--- src/rtl/vcs_pkg.sv ---
// Shared constants for the video overlay compositor and status block.
// Assumes a 32-bit classic Wishbone slave with byte addresses.
package vcs_pkg;
  // Register byte offsets
  localparam logic [7:0] OFF_ALPHA_ZERO = 8'h00;
  localparam logic [7:0] OFF_ALPHA_ONE  = 8'h04;
  localparam logic [7:0] OFF_KEY_VALUES = 8'h08;
  localparam logic [7:0] OFF_KEY_MASKS  = 8'h0c;
  localparam logic [7:0] OFF_CLIP       = 8'h10;
  localparam logic [7:0] OFF_ENH_CTL    = 8'h14;
  localparam logic [7:0] OFF_CTL        = 8'h18;
  localparam logic [7:0] OFF_YTHR       = 8'h1c;
  localparam logic [7:0] OFF_STATUS     = 8'h20;
  localparam logic [7:0] OFF_POSITION   = 8'h24;
  // Enhanced control bits
  localparam int ENH_ON    = 0;
  localparam int ENH_KEY   = 1;
  localparam int ENH_CLIP  = 2;
  localparam int ENH_BLEND = 3;
  // Control register fields
  localparam int CTL_MODE_LSB = 0;
  localparam int CTL_B1_ACK   = 4;
  localparam int CTL_B2_ACK   = 5;
  localparam int CTL_BANDWIDTH_ERROR_CLEAR  = 6;
  localparam int CTL_UNDERRUN_CLEAR = 7;
  localparam int CTL_YTR_ACK  = 8;
  localparam int CTL_B1_IEN   = 9;
  localparam int CTL_B2_IEN   = 10;
  // Status bit positions
  localparam int ST_B1    = 0;
  localparam int ST_B2    = 1;
  localparam int ST_REFILL_UNDERRUN  = 2;
  localparam int ST_YTR   = 3;
  localparam int ST_UNIT  = 4;
  localparam int ST_HBE   = 5;
  localparam int ST_FLD2  = 6;
  localparam int ST_VBLK  = 7;
  // Mask field positions, each a 3-bit count
  localparam int MSK_Y_LSB  = 0;
  localparam int MSK_UV_LSB = 8;
  localparam logic [2:0] MASK_MAX = 3'h4;
  // Reset values and fixed limits
  localparam logic [31:0] CLIP_RESET  = 32'hf010eb10;
  localparam logic [7:0]  FIXED_FLOOR = 8'h10;
  localparam logic [7:0]  FIXED_CEIL  = 8'hf0;
  localparam logic        UNIT_TYPE   = 1'b1;
  // Operating modes
  localparam logic [3:0] MODE_STREAM = 4'h8;
  localparam logic [3:0] MODE_MSG    = 4'h9;

  function automatic logic is_refresh(input logic [3:0] m);
    is_refresh = ~m[3];
  endfunction
endpackage

--- src/rtl/vcs_blend.sv ---
// One-component alpha blender, purely combinational.
// Assumes alpha is already chosen and forced to zero for keyed pixels.
`timescale 1ns/1ps
module vcs_blend
  import vcs_pkg::*;
(
  input  wire logic [7:0] ovl,
  input  wire logic [7:0] img,
  input  wire logic [7:0] alpha,
  input  wire logic       fine,
  output logic      [7:0] res
);
  logic        [6:0]  a7;
  logic signed [8:0]  diff;
  logic signed [16:0] prod;
  logic        [9:0]  sum;

  // Coarse mode keeps only quarter steps of the level
  assign a7   = fine ? alpha[6:0] : {alpha[6:5], 5'h00}; // RQ25 RQ3
  assign diff = $signed({1'b0, ovl}) - $signed({1'b0, img});
  // Product stays signed so negative differences shift correctly
  assign prod = $signed({1'b0, a7}) * diff; // RQ4
  assign sum  = prod[16:7] + {2'h0, img}; // RQ4
  // Top bit gives full overlay; result never leaves 0..255
  assign res  = alpha[7] ? ovl : sum[7:0]; // RQ3
endmodule

--- src/rtl/vcs_clip.sv ---
// One-component output clipper, purely combinational.
// Assumes the caller decides whether the sample lies in the picture.
`timescale 1ns/1ps
module vcs_clip
  import vcs_pkg::*;
(
  input  wire logic [7:0] val,
  input  wire logic [7:0] lo,
  input  wire logic [7:0] hi,
  input  wire logic       active,
  output logic      [7:0] res
);
  // Blanking passes untouched; limits of 0 and 255 are a no-op
  always_comb
  begin
    res = val;
    if (active && val <= lo)
      res = lo; // RQ11
    else if (active && val >= hi)
      res = hi; // RQ11
  end
endmodule

--- src/rtl/vcs_top.sv ---
// Overlay compositor with keying, blending, clipping and status flags.
// Assumes timing pulses from the sync generator and a Wishbone master.
// Notes on behaviour
// RQ1 - Alpha bit of U picks level for Y0, of V for Y1; 0/1 pick registers.
// RQ2 - U-byte alpha drives U, V and Y0; V-byte alpha drives only Y1.
// RQ3 - Low 7 bits are 128 levels; bit 7 set gives pure overlay.
// RQ4 - Blend is image plus alpha times difference, shifted right by 7.
// RQ5 - Keying needs both enhanced enable and key enable.
// RQ6 - Three 8-bit keys compared against overlay Y, U, V.
// RQ7 - Full unmasked match makes the pixel transparent, image shows.
// RQ8 - Luma and chroma mask counts ignore 0..4 low bits.
// RQ9 - Clipping enable applies programmed clipping as last stage.
// RQ10 - Clip only inside picture area; blanking passes unclipped.
// RQ11 - Values at or beyond a limit are forced to that limit.
// RQ12 - Clip limits reset to 16/235 luma and 16/240 chroma.
// RQ13 - Clip disabled means fixed 16..240; programmed 0/255 means none.
// RQ14 - Status bit 4 is a fixed unit type, apart from bit 5.
// RQ15 - Report line and pixel index, or 24-bit byte count in data modes.
// RQ16 - Refresh uses buffer one; empty set when overlap area completes.
// RQ17 - Refresh: unacknowledged buffer one at next start sets underrun.
// RQ18 - Streaming: empty and stop at last byte; underrun if other unacked.
// RQ19 - Message mode sets buffer one empty when message is sent.
// RQ20 - One interrupt per buffer when empty and its enable set.
// RQ21 - Late highway data sets bandwidth error in every mode.
// RQ22 - Refresh: line counter equal to threshold sets threshold flag; code sets it only outside vertical blank.
// RQ23 - Field bit shows active buffer or field two; vertical_blank_active only in refresh.
// RQ24 - Writing one to error or underrun acknowledge clears that flag.
// RQ25 - Without enhanced enable and full blending use quarter steps.
// RQ26 - Flags stay set until their acknowledge, a new event wins.
//
// Our own choices: the Wishbone register port and the placing of the registers.
`timescale 1ns/1ps
module vcs_top
  import vcs_pkg::*;
#(
  parameter int CNT_W = 12
)
(
  input  wire logic             sys_clk,
  input  wire logic             rst,
  input  wire logic             wb_cyc_i,
  input  wire logic             wb_stb_i,
  input  wire logic             wb_we_i,
  input  wire logic [7:0]       wb_adr_i,
  input  wire logic [3:0]       wb_sel_i,
  input  wire logic [31:0]      wb_dat_i,
  output logic      [31:0]      wb_dat_o,
  output logic                  wb_ack_o,
  input  wire logic             pix_valid,
  input  wire logic             pix_in_image,
  input  wire logic [7:0]       img_y0,
  input  wire logic [7:0]       img_y1,
  input  wire logic [7:0]       img_u,
  input  wire logic [7:0]       img_v,
  input  wire logic [7:0]       ovl_y0,
  input  wire logic [7:0]       ovl_y1,
  input  wire logic [7:0]       ovl_u,
  input  wire logic [7:0]       ovl_v,
  output logic                  out_valid,
  output logic      [7:0]       out_y0,
  output logic      [7:0]       out_y1,
  output logic      [7:0]       out_u,
  output logic      [7:0]       out_v,
  input  wire logic [CNT_W-1:0] line_index,
  input  wire logic [CNT_W-1:0] pixel_index,
  input  wire logic             second_field_active_in,
  input  wire logic             vertical_blank_active_in,
  input  wire logic             sav_pulse,
  input  wire logic             overlap_done,
  input  wire logic             byte_sent,
  input  wire logic             last_byte_sent,
  input  wire logic             highway_late,
  output logic      [1:0]       buf_read_en,
  output logic                  buf1_irq,
  output logic                  buf2_irq
);
  logic [7:0]  alpha0_r;
  logic [7:0]  alpha1_r;
  logic [31:0] key_r;
  logic [31:0] mask_r;
  logic [31:0] clip_r;
  logic [3:0]  enh_r;
  logic [31:0] ctl_r;
  logic [CNT_W-1:0] ythr_r;
  logic        b1_r;
  logic        b2_r;
  logic        refill_underrun_r;
  logic        ytr_r;
  logic        hbe_r;
  logic        act_r;
  logic [23:0] bcnt_r;
  logic        wr;
  logic        wr_ctl;
  logic [3:0]  mode;
  logic        refresh;
  logic        stream;
  logic        data_mode;
  logic        other_empty;
  logic        b1_set;
  logic        b2_set;
  logic        refill_underrun_set;
  logic        ytr_set;
  logic [7:0]  status;
  logic [23:0] position;

  // Byte-lane merge, so partial writes keep untouched bytes
  function automatic logic [31:0] merge(input logic [31:0] old, input logic [31:0] nw,
                                        input logic [3:0] sel);
    for (int i = 0; i < 4; i++)
      old[i*8 +: 8] = sel[i] ? nw[i*8 +: 8] : old[i*8 +: 8];
    merge = old;
  endfunction

  // Compare mask with up to four low bits ignored; larger counts saturate
  function automatic logic [7:0] key_mask(input logic [2:0] n);
    key_mask = 8'hff << ((n > MASK_MAX) ? MASK_MAX : n); // RQ8
  endfunction

  function automatic logic key_hit(input logic [7:0] a, input logic [7:0] k,
                                   input logic [7:0] m);
    key_hit = ((a ^ k) & m) == 8'h00;
  endfunction

  assign mode      = ctl_r[CTL_MODE_LSB +: 4];
  assign refresh   = is_refresh(mode);
  assign stream    = (mode == MODE_STREAM);
  assign data_mode = stream || (mode == MODE_MSG);

  // Single-wait-state slave: ack rises one cycle after the strobe
  always_ff @(posedge sys_clk)
  begin
    if (rst)
      wb_ack_o <= 1'b0;
    else
      wb_ack_o <= wb_cyc_i && wb_stb_i && !wb_ack_o;
  end

  // Writes land on the edge where the master sees ack
  assign wr     = wb_cyc_i && wb_stb_i && wb_we_i && wb_ack_o;
  assign wr_ctl = wr && (wb_adr_i == OFF_CTL);

  // Software-written configuration
  always_ff @(posedge sys_clk)
  begin
    if (rst)
    begin
      alpha0_r <= 8'h00;
      alpha1_r <= 8'h00;
      key_r    <= 32'h00000000;
      mask_r   <= 32'h00000000;
      clip_r   <= CLIP_RESET; // RQ12
      enh_r    <= 4'h0;
      ctl_r    <= 32'h00000000;
      ythr_r   <= '0;
    end
    else if (wr)
    begin
      case (wb_adr_i)
        OFF_ALPHA_ZERO: alpha0_r <= wb_sel_i[0] ? wb_dat_i[7:0] : alpha0_r;
        OFF_ALPHA_ONE:  alpha1_r <= wb_sel_i[0] ? wb_dat_i[7:0] : alpha1_r;
        OFF_KEY_VALUES: key_r    <= merge(key_r, {8'h00, wb_dat_i[23:0]}, wb_sel_i);
        OFF_KEY_MASKS:  mask_r   <= merge(mask_r, wb_dat_i & 32'h00000707, wb_sel_i);
        OFF_CLIP:       clip_r   <= merge(clip_r, wb_dat_i, wb_sel_i);
        OFF_ENH_CTL:    enh_r    <= wb_sel_i[0] ? wb_dat_i[3:0] : enh_r;
        // Acknowledge bits are strobes and never stored
        OFF_CTL:        ctl_r    <= merge(ctl_r, wb_dat_i & 32'h0000060f, wb_sel_i);
        OFF_YTHR:       ythr_r   <= CNT_W'(merge({{(32-CNT_W){1'b0}}, ythr_r}, wb_dat_i, wb_sel_i));
        default:        ctl_r    <= ctl_r;
      endcase
    end
  end

  // Status word; unit bit is a constant, not a copy of the error flag
  assign status = {refresh && vertical_blank_active_in, // RQ23
                   stream ? act_r : (refresh && second_field_active_in), // RQ23
                   hbe_r, UNIT_TYPE, ytr_r, refill_underrun_r, b2_r, b1_r}; // RQ14

  // Byte count in data modes, raster position otherwise
  assign position = data_mode ? bcnt_r : // RQ15
                    {12'(line_index), 12'(pixel_index)}; // RQ15

  // Read data registered with ack; unmapped addresses read zero
  always_ff @(posedge sys_clk)
  begin
    if (rst)
      wb_dat_o <= 32'h00000000;
    else if (wb_cyc_i && wb_stb_i && !wb_ack_o)
    begin
      case (wb_adr_i)
        OFF_ALPHA_ZERO: wb_dat_o <= {24'h000000, alpha0_r};
        OFF_ALPHA_ONE:  wb_dat_o <= {24'h000000, alpha1_r};
        OFF_KEY_VALUES: wb_dat_o <= key_r;
        OFF_KEY_MASKS:  wb_dat_o <= mask_r;
        OFF_CLIP:       wb_dat_o <= clip_r;
        OFF_ENH_CTL:    wb_dat_o <= {28'h0000000, enh_r};
        OFF_CTL:        wb_dat_o <= ctl_r;
        OFF_YTHR:       wb_dat_o <= {{(32-CNT_W){1'b0}}, ythr_r};
        OFF_STATUS:     wb_dat_o <= {24'h000000, status};
        OFF_POSITION:   wb_dat_o <= {8'h00, position};
        default:        wb_dat_o <= 32'h00000000;
      endcase
    end
  end

  // Flag raising conditions
  assign other_empty = act_r ? b1_r : b2_r;
  assign b1_set   = (refresh && overlap_done) || // RQ16
                    (mode == MODE_MSG && last_byte_sent) || // RQ19
                    (stream && last_byte_sent && !act_r); // RQ18
  assign b2_set   = stream && last_byte_sent && act_r; // RQ18
  assign refill_underrun_set = (refresh && sav_pulse && b1_r) || // RQ17
                    (stream && last_byte_sent && other_empty); // RQ18
  assign ytr_set  = refresh && !vertical_blank_active_in && (line_index == ythr_r); // RQ22

  // Sticky flags: a new event beats a same-cycle acknowledge
  always_ff @(posedge sys_clk)
  begin
    if (rst)
    begin
      b1_r   <= 1'b0;
      b2_r   <= 1'b0;
      refill_underrun_r <= 1'b0;
      ytr_r  <= 1'b0;
      hbe_r  <= 1'b0;
    end
    else
    begin
      b1_r   <= b1_set || (b1_r && !(wr_ctl && wb_sel_i[0] && wb_dat_i[CTL_B1_ACK])); // RQ26
      b2_r   <= b2_set || (b2_r && !(wr_ctl && wb_sel_i[0] && wb_dat_i[CTL_B2_ACK])); // RQ26
      refill_underrun_r <= refill_underrun_set || (refill_underrun_r && !(wr_ctl && wb_sel_i[0] && wb_dat_i[CTL_UNDERRUN_CLEAR])); // RQ24
      ytr_r  <= ytr_set || (ytr_r && !(wr_ctl && wb_sel_i[1] && wb_dat_i[CTL_YTR_ACK])); // RQ26
      hbe_r  <= highway_late || (hbe_r && !(wr_ctl && wb_sel_i[0] && wb_dat_i[CTL_BANDWIDTH_ERROR_CLEAR])); // RQ21 RQ24
    end
  end

  // Active buffer only moves when the other one was acknowledged
  always_ff @(posedge sys_clk)
  begin
    if (rst || !stream)
      act_r <= 1'b0;
    else if (last_byte_sent && !other_empty)
      act_r <= ~act_r; // RQ18
  end

  // Byte counter restarts with each buffer
  always_ff @(posedge sys_clk)
  begin
    if (rst || !data_mode || last_byte_sent)
      bcnt_r <= 24'h000000;
    else if (byte_sent)
      bcnt_r <= bcnt_r + 24'h000001; // RQ15
  end

  // Emptied buffers are not read; buffer two only streams
  assign buf_read_en[0] = !b1_r; // RQ18
  assign buf_read_en[1] = stream && !b2_r; // RQ16
  assign buf1_irq = b1_r && ctl_r[CTL_B1_IEN]; // RQ20
  assign buf2_irq = b2_r && ctl_r[CTL_B2_IEN]; // RQ20

  // Stage 1: keying and alpha selection
  logic       s1_v_r;
  logic       s1_img_r;
  logic [7:0] s1_iy0_r, s1_iy1_r, s1_iu_r, s1_iv_r;
  logic [7:0] s1_oy0_r, s1_oy1_r, s1_ou_r, s1_ov_r;
  logic [7:0] s1_ac_r;
  logic [7:0] s1_a1_r;
  logic       key_on;
  logic       hit0;
  logic       hit1;
  logic [7:0] mk_y;
  logic [7:0] mk_c;

  assign key_on = enh_r[ENH_ON] && enh_r[ENH_KEY]; // RQ5
  assign mk_y   = key_mask(mask_r[MSK_Y_LSB +: 3]); // RQ8
  assign mk_c   = key_mask(mask_r[MSK_UV_LSB +: 3]); // RQ8
  assign hit0   = key_on && key_hit(ovl_y0, key_r[7:0], mk_y) && // RQ6
                  key_hit(ovl_u, key_r[15:8], mk_c) && key_hit(ovl_v, key_r[23:16], mk_c);
  assign hit1   = key_on && key_hit(ovl_y1, key_r[7:0], mk_y) &&
                  key_hit(ovl_u, key_r[15:8], mk_c) && key_hit(ovl_v, key_r[23:16], mk_c);

  // Keyed pixels get alpha zero, which yields the pure image
  always_ff @(posedge sys_clk)
  begin
    if (rst)
    begin
      s1_v_r  <= 1'b0;
      s1_ac_r <= 8'h00;
      s1_a1_r <= 8'h00;
    end
    else
    begin
      s1_v_r  <= pix_valid;
      s1_ac_r <= hit0 ? 8'h00 : (ovl_u[0] ? alpha1_r : alpha0_r); // RQ1 RQ2 RQ7
      s1_a1_r <= hit1 ? 8'h00 : (ovl_v[0] ? alpha1_r : alpha0_r); // RQ1 RQ2 RQ7
    end
  end

  // Sample pipeline copies
  always_ff @(posedge sys_clk)
  begin
    s1_img_r <= pix_in_image;
    s1_iy0_r <= img_y0;
    s1_iy1_r <= img_y1;
    s1_iu_r  <= img_u;
    s1_iv_r  <= img_v;
    s1_oy0_r <= ovl_y0;
    s1_oy1_r <= ovl_y1;
    s1_ou_r  <= ovl_u;
    s1_ov_r  <= ovl_v;
  end

  // Stage 2: blending
  logic       fine;
  logic [7:0] bl_y0, bl_y1, bl_u, bl_v;
  logic       s2_v_r;
  logic       s2_img_r;
  logic [7:0] s2_y0_r, s2_y1_r, s2_u_r, s2_v_comp_r;

  assign fine = enh_r[ENH_ON] && enh_r[ENH_BLEND]; // RQ25

  vcs_blend u_bl_y0 (.ovl(s1_oy0_r), .img(s1_iy0_r), .alpha(s1_ac_r), .fine(fine), .res(bl_y0));
  vcs_blend u_bl_u  (.ovl(s1_ou_r),  .img(s1_iu_r),  .alpha(s1_ac_r), .fine(fine), .res(bl_u));
  vcs_blend u_bl_v  (.ovl(s1_ov_r),  .img(s1_iv_r),  .alpha(s1_ac_r), .fine(fine), .res(bl_v));
  vcs_blend u_bl_y1 (.ovl(s1_oy1_r), .img(s1_iy1_r), .alpha(s1_a1_r), .fine(fine), .res(bl_y1));

  always_ff @(posedge sys_clk)
  begin
    if (rst)
      s2_v_r <= 1'b0;
    else
      s2_v_r <= s1_v_r;
    s2_img_r    <= s1_img_r;
    s2_y0_r     <= bl_y0;
    s2_y1_r     <= bl_y1;
    s2_u_r      <= bl_u;
    s2_v_comp_r <= bl_v;
  end

  // Stage 3: clipping, fixed legacy limits unless programmed ones enabled and nonzero
  logic       clip_prog;
  logic [7:0] lo_y, hi_y, lo_c, hi_c;
  logic [7:0] cl_y0, cl_y1, cl_u, cl_v;

  assign clip_prog = clip_r != 32'h00000000 && enh_r[ENH_CLIP]; // RQ9
  assign lo_y = clip_prog ? clip_r[7:0]   : FIXED_FLOOR; // RQ13
  assign hi_y = clip_prog ? clip_r[15:8]  : FIXED_CEIL; // RQ13
  assign lo_c = clip_prog ? clip_r[23:16] : FIXED_FLOOR; // RQ13
  assign hi_c = clip_prog ? clip_r[31:24] : FIXED_CEIL; // RQ13

  vcs_clip u_cl_y0 (.val(s2_y0_r), .lo(lo_y), .hi(hi_y), .active(s2_img_r), .res(cl_y0)); // RQ10
  vcs_clip u_cl_y1 (.val(s2_y1_r), .lo(lo_y), .hi(hi_y), .active(s2_img_r), .res(cl_y1));
  vcs_clip u_cl_u  (.val(s2_u_r),  .lo(lo_c), .hi(hi_c), .active(s2_img_r), .res(cl_u));
  vcs_clip u_cl_v  (.val(s2_v_comp_r), .lo(lo_c), .hi(hi_c), .active(s2_img_r), .res(cl_v));

  always_ff @(posedge sys_clk)
  begin
    if (rst)
    begin
      out_valid <= 1'b0;
      out_y0    <= 8'h00;
      out_y1    <= 8'h00;
      out_u     <= 8'h00;
      out_v     <= 8'h00;
    end
    else
    begin
      out_valid <= s2_v_r;
      out_y0    <= cl_y0;
      out_y1    <= cl_y1;
      out_u     <= cl_u;
      out_v     <= cl_v;
    end
  end

  // Checks on the flags and the datapath
  property p_unit_bit;
    @(posedge sys_clk) disable iff (rst) status[ST_UNIT] && (status[ST_HBE] == hbe_r);
  endproperty
  a_unit_bit: assert property (p_unit_bit) else $error("unit bit not fixed"); // RQ14

  property p_refill_underrun_refresh;
    @(posedge sys_clk) disable iff (rst) refresh && sav_pulse && b1_r |=> refill_underrun_r;
  endproperty
  a_refill_underrun_refresh: assert property (p_refill_underrun_refresh) else $error("underrun missed"); // RQ17

  property p_hbe;
    @(posedge sys_clk) disable iff (rst) highway_late |=> hbe_r [*2] or (hbe_r ##1 $fell(hbe_r));
  endproperty
  a_hbe: assert property (p_hbe) else $error("bandwidth error not raised"); // RQ21

  property p_sticky;
    @(posedge sys_clk) disable iff (rst) refill_underrun_r && !wr_ctl |=> refill_underrun_r;
  endproperty
  a_sticky: assert property (p_sticky) else $error("underrun cleared itself"); // RQ26

  property p_ack_clear;
    @(posedge sys_clk) disable iff (rst)
      wr_ctl && wb_sel_i[0] && wb_dat_i[CTL_BANDWIDTH_ERROR_CLEAR] && !highway_late |=> !hbe_r;
  endproperty
  a_ack_clear: assert property (p_ack_clear) else $error("acknowledge did not clear"); // RQ24

  property p_irq;
    @(posedge sys_clk) disable iff (rst) $rose(b1_r) && ctl_r[CTL_B1_IEN] |-> buf1_irq;
  endproperty
  a_irq: assert property (p_irq) else $error("buffer interrupt missing"); // RQ20

  property p_fixed_clip;
    @(posedge sys_clk) disable iff (rst)
      s2_v_r && s2_img_r && !clip_prog |=> out_y0 >= FIXED_FLOOR && out_y0 <= FIXED_CEIL;
  endproperty
  a_fixed_clip: assert property (p_fixed_clip) else $error("legacy clip range broken"); // RQ13

  property p_key_transparent;
    @(posedge sys_clk) disable iff (rst)
      pix_valid && hit0 && !pix_in_image ##2 1'b1 |=> out_y0 == $past(img_y0, 3);
  endproperty
  a_key_transparent: assert property (p_key_transparent) else $error("keyed pixel not transparent"); // RQ7

  property p_stream_switch;
    @(posedge sys_clk) disable iff (rst) stream && last_byte_sent && !other_empty |=> act_r != $past(act_r);
  endproperty
  a_stream_switch: assert property (p_stream_switch) else $error("buffer did not switch"); // RQ18
endmodule
--- config.mk ---
export PLATFORM = sky130hd
export DESIGN_NAME = vcs_top
export DESIGN_NICKNAME = d
export VERILOG_FILES = /design/src/rtl/vcs_pkg.sv /design/src/rtl/vcs_blend.sv /design/src/rtl/vcs_clip.sv /design/src/rtl/vcs_top.sv
export SDC_FILE = /design/constraint.sdc
export NUM_CORES = 1
export LEC_CHECK = 0
export ABC_AREA = 1
export BUFFER_PORTS_ARGS = -buffer_cell sky130_fd_sc_hd__buf_2
export CAP_MARGIN = 5
export CORE_ASPECT_RATIO = 1.2
export CORE_UTILIZATION = 25
export CTS_BUF_LIST = sky130_fd_sc_hd__clkbuf_16
export CTS_CLUSTER_SIZE = 40
export DETAILED_ROUTE_END_ITERATION = 10
export PLACE_DENSITY = 0.47
export SYNTH_ARGS = -nofsm -noshare
export SYNTH_HDL_FRONTEND = slang
export SYNTH_SLANG_ARGS = --single-unit
export TNS_END_PERCENT = 5
--- constraint.sdc ---
create_clock -name sys_clk -period 7.8 [get_ports sys_clk]
set_input_delay 2.34 -clock sys_clk [delete_from_list [all_inputs] [get_ports sys_clk]]
set_output_delay 2.34 -clock sys_clk [all_outputs]
set_load 0.05 [all_outputs]
# Word level (Yosys, flattened, before mapping)
# Index checks and enable logic that the tools add are counted.
# totals
ff_bits	312
wordCells	220
inputBits	146
output_inout_bits	70
# op_classes
eq_ne	12
n_bitwise	10
n_shift	2
n_reduce_logical	99
n_mux	26
n_mul	4
n_addsub	9
magnitude_cmp	10
# op_table
operator	count
case mux 32 bit (10 select lines)	1
2-to-1 mux 8 bit	18
multiplier 8 x 9 -> 15 bit	4
logical AND 1 bit	50
AND reduction 3 bit	16
logical NOT 8 bit	5
subtractor 8 x 8 -> 9 bit	4
adder 8 bit	4
AND 8 bit	4
equality test 8 x 5 -> 1 bit, second input constant	4
greater-or-equal comparator 8 bit	4
less-or-equal comparator 8 bit	4
nonzero test 32 bit	1
XOR 8 bit	4
adder 24 x 1 -> 24 bit, second input constant	1
2-to-1 mux 24 bit	1
equality test 8 x 4 -> 1 bit, second input constant	2
equality test 8 x 6 -> 1 bit, second input constant	2
<< shifter 8 x 3 -> 8 bit, first input constant	2
logical NOT 1 bit	13
equality test 12 bit	1
logical OR 1 bit	12
2-to-1 mux 5 bit	2
equality test 4 bit, second input constant	2
6 further kinds	11

# Longest topological paths before layout
# Gate-level depths: netlist (run 1).
# logic_depth
ltp_word	9
ltp_mapped	40
ltp_nobuf	40

# Hierarchy
# Synthesis (run 1) repeated with hierarchy kept, for this count alone.
# unflattened
cells_unflattened	3724
area_unflattened_um2	26588.0
# by_module_without_submodules
module	cells_each	instances	seq_area_each_um2	area_each_um2
vcs_top	1571	1	6246.0	12025.3
vcs_blend (u_bl_v ...)	416	2	0.0	2911.5
vcs_blend (u_bl_u)	424	1	0.0	2980.4
vcs_blend (u_bl_y1)	421	1	0.0	2961.6
vcs_clip	119	4	0.0	699.4

# Worst setup path after synthesis (run 1)
# Ideal clock, no wire load.
# synth_timing
path_kind	flip-flop to flip-flop
from	register s1_iv_r[1]
to	register s2_v_comp_r[5]
t_arrival_ns	5.994
setup_slack_ns	1.693
stages_incl_launch_ff	33
setup_time_ns	0.114
required_ns	7.686
path_cell_list	dfxtp_1 inv_1 ha_1 nand2_1 o21ai_0 a21oi_1 o21ai_0 xor2_1 nor2_1 fa_1 inv_1 fa_1 inv_1 fa_1 inv_1 fa_1 inv_1 ha_1 nand2_1 a21oi_1 a211oi_1 nand2_1 xor2_1 ha_1 a21oi_1 nand2_1 inv_1 nor2_1 o21ai_0 nand2_1 or2_2 nand3_1 nand2_1
# synth_between
elab_chain_len	4
# synth_lines
item	line	source
start: declaration	vcs_top.sv:263	logic [7:0] s1_iy0_r, s1_iy1_r, s1_iu_r, s1_iv_r;
start signal: assignment	vcs_top.sv:305	s1_iv_r <= img_v;
subtractor 8 x 8 -> 9 bit	vcs_blend.sv:20	assign diff = $signed({1'b0, ovl}) - $signed({1'b0, img});
multiplier 8 x 9 -> 15 bit	vcs_blend.sv:22	assign prod = $signed({1'b0, a7}) * diff;
adder 8 bit (*)	vcs_blend.sv:23	assign sum = prod[16:7] + {2'h0, img};
2-to-1 mux 8 bit (*)	vcs_blend.sv:25	assign res = alpha[7] ? ovl : sum[7:0];
named net bl_v[5]	vcs_top.sv:314	logic [7:0] bl_y0, bl_y1, bl_u, bl_v;
end signal: assignment	vcs_top.sv:336	s2_v_comp_r <= bl_v;
end: declaration	vcs_top.sv:317	logic [7:0] s2_y0_r, s2_y1_r, s2_u_r, s2_v_comp_r;
# The timed path passes the listed nets; every way through them passes the cells marked *.
# A chain may end at the register's enable or synchronous reset.

# Worst setup path after layout (run 1)
# layout_timing
from	register s1_iv_r[1]
to	register s2_v_comp_r[7]
# Same word-level chain as after synthesis.

==> results of run 1 <==
-- cells in the final DEF, fill, tap and decap left out, types with 5 or more instances in the layout --
cell type,Yosys,routed
a211oi_1,9,9
a21oi_1,275,275
a31oi_1,6,6
buf_2,16,215
buf_4,2,29
clkbuf_16,0,41
clkinv_1,6,14
clkinv_2,0,7
dfxtp_1,312,312
diode_2,0,6
fa_1,188,188
ha_1,237,237
inv_1,618,621
inv_2,5,6
nand2_1,681,681
nand3_1,131,131
nand3b_1,9,9
nand4_1,36,36
nor2_1,397,396
nor2_2,6,7
nor3_1,25,25
nor3b_1,5,5
nor4_1,13,13
o211ai_1,26,26
o21ai_0,248,248
o21ai_1,5,5
o221ai_1,5,5
o22ai_1,12,12
o31ai_1,9,9
or2_2,33,33
xnor2_1,42,42
xor2_1,40,40
-- cell type report --
type                    count  area [um2]
fillers                 11100       70800
flip-flops and latches    312        6250
well taps                1290        1610
diodes                      6        15.0
clock buffers              41        1030
repair buffers            244        1290
inverters                 629        2360
clock inverters            34         337
multi-input cells        2472       16400
-- per-stage QoR --
| stage | hold WS, ns | utilization | instance area, um2 |
|---|---|---|---|
| CTS | 0.334 | 0.292 | 29300 |
| floorplan | 0.310 | - | 25300 |
| global placement | 0.316 | 0.279 | 27900 |
| detailed placement | 0.322 | 0.279 | 27900 |
| global route | 0.343 | 0.292 | 29300 |
| finish | 0.329 | 0.292 | 29300 |
-- metal layers --
layer / global-route usage / vias up / share of wire
met5: 0 / - / 0.0011
met4: 0.0567 / 18 / 0.032
met3: 0.0257 / 121 / 0.053
met2: 0.304 / 544 / 0.46
met1: 0.236 / 10900 / 0.45
li1: - / 11500 / -
-- cell families after synthesis --
family,after synthesis,synth area share
and+or+nand+nor,1348,0.222
buffers and inverters,708,0.106
AOI/OAI and AO/OA,617,0.131
adders and majority gates,425,0.266
DFF,312,0.247
xor gates and xnor gates,82,0.0284
-- state kept, by name, indices dropped and copies added (netlist names), 12 cells and up --
| register | flops |
|---|---|
| wb_dat_o | 32 |
| key_r | 24 |
| clip_r | 32 |
| bcnt_r | 24 |
| ythr_r | 12 |
-- final timing paths --
kind                 startpoint  slack, ns                      to
max reg2reg  s1_iv_r[1]$_DFF_P_       0.68  s2_v_comp_r[7]$_DFF_P_
min            s1_img_r$_DFF_P_       0.33        s2_img_r$_DFF_P_
min reg2reg    s1_img_r$_DFF_P_       0.33        s2_img_r$_DFF_P_
max          s1_iv_r[1]$_DFF_P_       0.68  s2_v_comp_r[7]$_DFF_P_
-- power breakdown --
part	switching, W	total [W]	leakage, nW	internal [W]
Combinational	0.000724	0.00106	10.8	0.000336
Sequential	0.0000859	0.00177	2.56	0.00169
Clock	0.000855	0.00196	0.670	0.00111
Total	0.00166	0.00479	14.1	0.00313
-- worst max-delay path: cells and delay by family, from the launching register on --
kind,cells,cell delay [ns]
buffers and inverters,7,0.38
AO/OA/AOI/OAI,4,1.10
XOR/XNOR,2,0.87
flip-flops,1,0.46
adder cells (fa/ha/maj),7,2.98
AND/OR/NAND/NOR,13,1.22
==> impl_metrics.toml, run 1 <==
[outcome]
status = "complete, no violations"

[grt]
gr-total-overflow = 0
grt_pass1_wl_mm = 141
antenna_found_initial = 10
first_global_vias = 23100
track_usage = 0.180
grt_max_degree = 43

[route]
vias = 23100
via_per_inst = 4.59
drt_iter0_drc = 1556
ant_nets = 0
wire_per_inst_um = 18.3
routed_wirelength_mm = 92.2
post-route-drc-count = 0
firstDrtPassIters = 5

[critical_path]
crit_path_start_kind = "flop"
cp-end-kind = "flop"
critPathKind = "flop to flop"
cp_slowest_cell = "xor2_1"
crit_path_max_fanout = 7
r2r_cells = 33
cp_data_required_time_ns = 8.27
slowest_delay_ns = 0.59
crit_arrival_ns = 7.59

[min_path]
min_path_cells = 0
min_path_type = "flop to flop"

[floorplan]
core-area_um2 = 100000
boundaryPins = 216
row_count = 127
chipHeight_um = 351
start_util = 0.253
die_x_um = 292
die-area_um2 = 103000

[synth]
yosysTopAreaCell = "dfxtp_1"
synth_enable_flop_cells = 0
ys_seq_elements = 312
ys.flop_type = "dfxtp_1"
synthTopCellsByCount = "nand2_1, inv_1, nor2_1"
synth.area.top_cells = "dfxtp_1, fa_1, ha_1, nand2_1, inv_1"
yosysMostFrequentCell = "nand2_1"
synth-async-reset-ratio = 0
synth_nets = 4063
synth_cells = 3492
yosysUniqueCellTypes = 46
seq_area_frac_synth = 0.247
synth_area_um2 = 25300
avgSynthCellArea_um2 = 7.25
synth_top_area_frac = 0.247
ys_warn_count = 0

[placed_design]
pre_cts_ws_ns = 0.692
dp_hpwl_mm = 75.7
placement.io_buffers = 215
gp_congestion = 0.874
placed_cells = 4947

[sta]
setup_tns_ns = 0
setup_viol = 0
fin_ws_ns = 0.678
fin_crit_ns = 7.12
rsz0062_at_grt = "no"
fmax_mhz = 140
period_share = 0.913
tightest_slew_ns = 0.914
hold_viol = 0
slew_headroom = 0.388
finalClockSkew_ns = 0.0356
finalMaxSlewViolations = 0

[clock_network]
htree_levels = 2
ctsLongestPathBuffers = 3
cts_sinks = 312
cts_resized = 0
path_clk_slew_ns = 0.05
cts_buffers = 41
post_cts_buffers = 0
clock_latency_ns = 0.61
ctsHoldBuffers = 0
cts_tree = "built"
root_buffer = "clkbuf_16"

[finish]
layout.cells.non_filler = 5028
drive_gt1_frac = 0.0986
fin_nets = 4271
area.growth.synth_to_final_pct = 15.7

[run]
maxCapViolCount = 0

[power_and_ir_drop]
leakagePower_nw = 14.1
power_w = 0.00479
ir_worst_vdd_mv = 0.159
p_per_area_nw_per_um2 = 164
Note: power is estimated with default switching activity, not from simulation.
==> run 2: changes to the inputs <==
CTS_CLUSTER_SIZE = default   (was 40)
SYNTH_HIERARCHICAL = 1   (was default)
==> impl_metrics.toml, run 2 <==
[synth]
synthTopCellsByCount = "nand2_1, inv_1, nor2_1"
yosysUniqueCellTypes = 55
ys_warn_count = 6
synth_cells = 3724
synth-async-reset-ratio = 0
ys.flop_type = "dfxtp_1"
synth_nets = 4295
synth.area.top_cells = "dfxtp_1, fa_1, ha_1, nand2_1, inv_1"
synth_area_um2 = 26600
yosysMostFrequentCell = "nand2_1"
seq_area_frac_synth = 0.235
synth_enable_flop_cells = 0
ys_seq_elements = 312
avgSynthCellArea_um2 = 7.14
yosysTopAreaCell = "dfxtp_1"
synth_top_area_frac = 0.235

[route]
routed_wirelength_mm = 95.0
wire_per_inst_um = 17.7
drt_iter0_drc = 1414
wl_met2_mm = 45.6
post-route-drc-count = 0
via_per_inst = 4.53
vias = 24200
wl_met1_mm = 41.5
ant_nets = 0
firstDrtPassIters = 6
highest_layer = "met5"
wl_met3_mm = 4.48

[finish]
area.growth.synth_to_final_pct = 15.4
most-common-layout-cells = "nand2_1, inv_1, nor2_1"
final_common_cell = "nand2_1"
n_fill_cell = 11700
fin_area_um2 = 30700
largestRegisters = "clip_r x32, wb_dat_o x32"
drive_gt1_frac = 0.110
fin_nets = 4507

[critical_path]
cp_slowest_cell = "xor2_1"
crit_path_max_fanout = 7
path_buf_inv = 7
critPathKind = "flop to flop"
crit_arrival_ns = 7.37
slowest_delay_ns = 0.58
cp-end-kind = "flop"
crit_path_start_kind = "flop"
path_delay_family = "adder cells"
cp_data_required_time_ns = 8.28

[floorplan]
die_x_um = 300
row_count = 130
chipHeight_um = 359
boundaryPins = 216
core-area_um2 = 105000
start_util = 0.253
die-area_um2 = 108000

[sta]
period_share = 0.883
whs_ns = 0.328
finalMaxSlewViolations = 0
tightest_slew_ns = 1.09
setup_tns_ns = 0
slew_headroom = 0.272
hold_viol = 0
finalClockSkew_ns = 0.0428
setup_viol = 0
fin_crit_ns = 6.89
fmax_mhz = 145
rsz0062_at_grt = "no"
fin_ws_ns = 0.913

[clock_network]
path_clk_slew_ns = 0.06
root_buffer = "clkbuf_16"
ctsHoldBuffers = 0
ctsLongestPathBuffers = 3
clock_latency_ns = 0.60
cts_sinks = 312
cts_buffers = 40
cts_tree = "built"
post_cts_buffers = 0
htree_levels = 2
cts_resized = 0

[run]
maxCapViolCount = 0

[power_and_ir_drop]
power_w = 0.00501
power_frac_seq = 0.354
pwr-share-comb = 0.224
leakagePower_nw = 15.4
internal_power_w = 0.00334
sw_frac_of_total = 0.333
ir_worst_vdd_mv = 0.136
p_per_area_nw_per_um2 = 163
p_sw_w = 0.00167
power_frac_clock = 0.422

[grt]
antenna_found_initial = 26
gr-total-overflow = 0
grt_max_degree = 59
grt_pass1_wl_mm = 144
track_usage = 0.175
first_global_vias = 24100

[min_path]
min_path_type = "flop to flop"

[placed_design]
placement.io_buffers = 215
gp_congestion = 0.908
placed_area_um2 = 29200
pre_cts_ws_ns = 0.976
dp_hpwl_mm = 78.8

[outcome]
status = "complete, no violations"
[run 2: cell types whose count changed in the layout (fill, tap and decap cells not counted), sizes merged, moves of 8 or more]
cell    delta
o21bai    +10
o21ai     -58
nand4      -9
nand2    +128
buf       -12
nor2      +51
a211oi    -11
a21o       +8
o22ai      -9
nand3     +84
a21oi     -58
inv      +107
[run 2: path summary, 6_finish.rpt]
path                                         start                 to  slack, ns  cells past startpoint
worst max register to register  s1_iu_r[1]$_DFF_P_  s2_u_r[5]$_DFF_P_       0.91                     35
worst min-delay path              s1_img_r$_DFF_P_   s2_img_r$_DFF_P_       0.33                      0
worst min register to register    s1_img_r$_DFF_P_   s2_img_r$_DFF_P_       0.33                      0
worst max-delay path            s1_iu_r[1]$_DFF_P_  s2_u_r[5]$_DFF_P_       0.91                     35
[run 2: cells by family (layout without fill, tap and decap cells)]
family	after synthesis	after routing	share of synthesized area
xor+xnor	81	81	0.0267
flops	312	312	0.235
fa+ha+maj	425	425	0.253
buf+inv	797	1040	0.116
other cells	0	1	0
compound gates	503	503	0.104
simple gates	1606	1606	0.265
[run 2: cell type report]
cell class	count	area, um2	area share
multi-input cells	2615	17300	0.563
flip-flops and latches	312	6250	0.204
inverters	735	2760	0.0901
well taps	1386	1730	0.0565
repair buffers	232	1200	0.0392
clock buffers	41	1030	0.0334
clock inverters	32	439	0.0143
diodes	1	2.50	0.0000816
[run 2: worst register-to-register path, delay by kind of cell, from the launching register on]
family | cells | cell delay [ns]
simple gates | 13 | 1.23
xor+xnor | 1 | 0.58
buf+inv | 7 | 0.40
fa+ha+maj | 7 | 2.97
compound gates | 7 | 1.14
flops | 1 | 0.46
[run 2: routing by layer]
metal / up-vias / global-route usage
li1: 12100 / -
met1: 11400 / 0.221
met2: 572 / 0.303
met3: 142 / 0.0269
met4: 26 / 0.0574
met5: - / 0
[run 2: power groups by stage]
stage / logic (W) / clock network, W / registers [W]
after global routing: 0.00126 / 0.00223 / 0.00178
after CTS: 0.00113 / 0.00217 / 0.00178
after floorplan: 0.000683 / 0 / 0.00186
final: 0.00112 / 0.00211 / 0.00177
after detailed placement: 0.00112 / 0 / 0.00181
after global placement: 0.00112 / 0 / 0.00181
[run 2: per-stage QoR]
stage / cells / utilization
after CTS: 5353 / 0.292
after floorplan: 3724 / -
after detailed placement: 5280 / 0.278
final: 5354 / 0.292
after global placement: 5280 / 0.278
after global routing: 5353 / 0.292
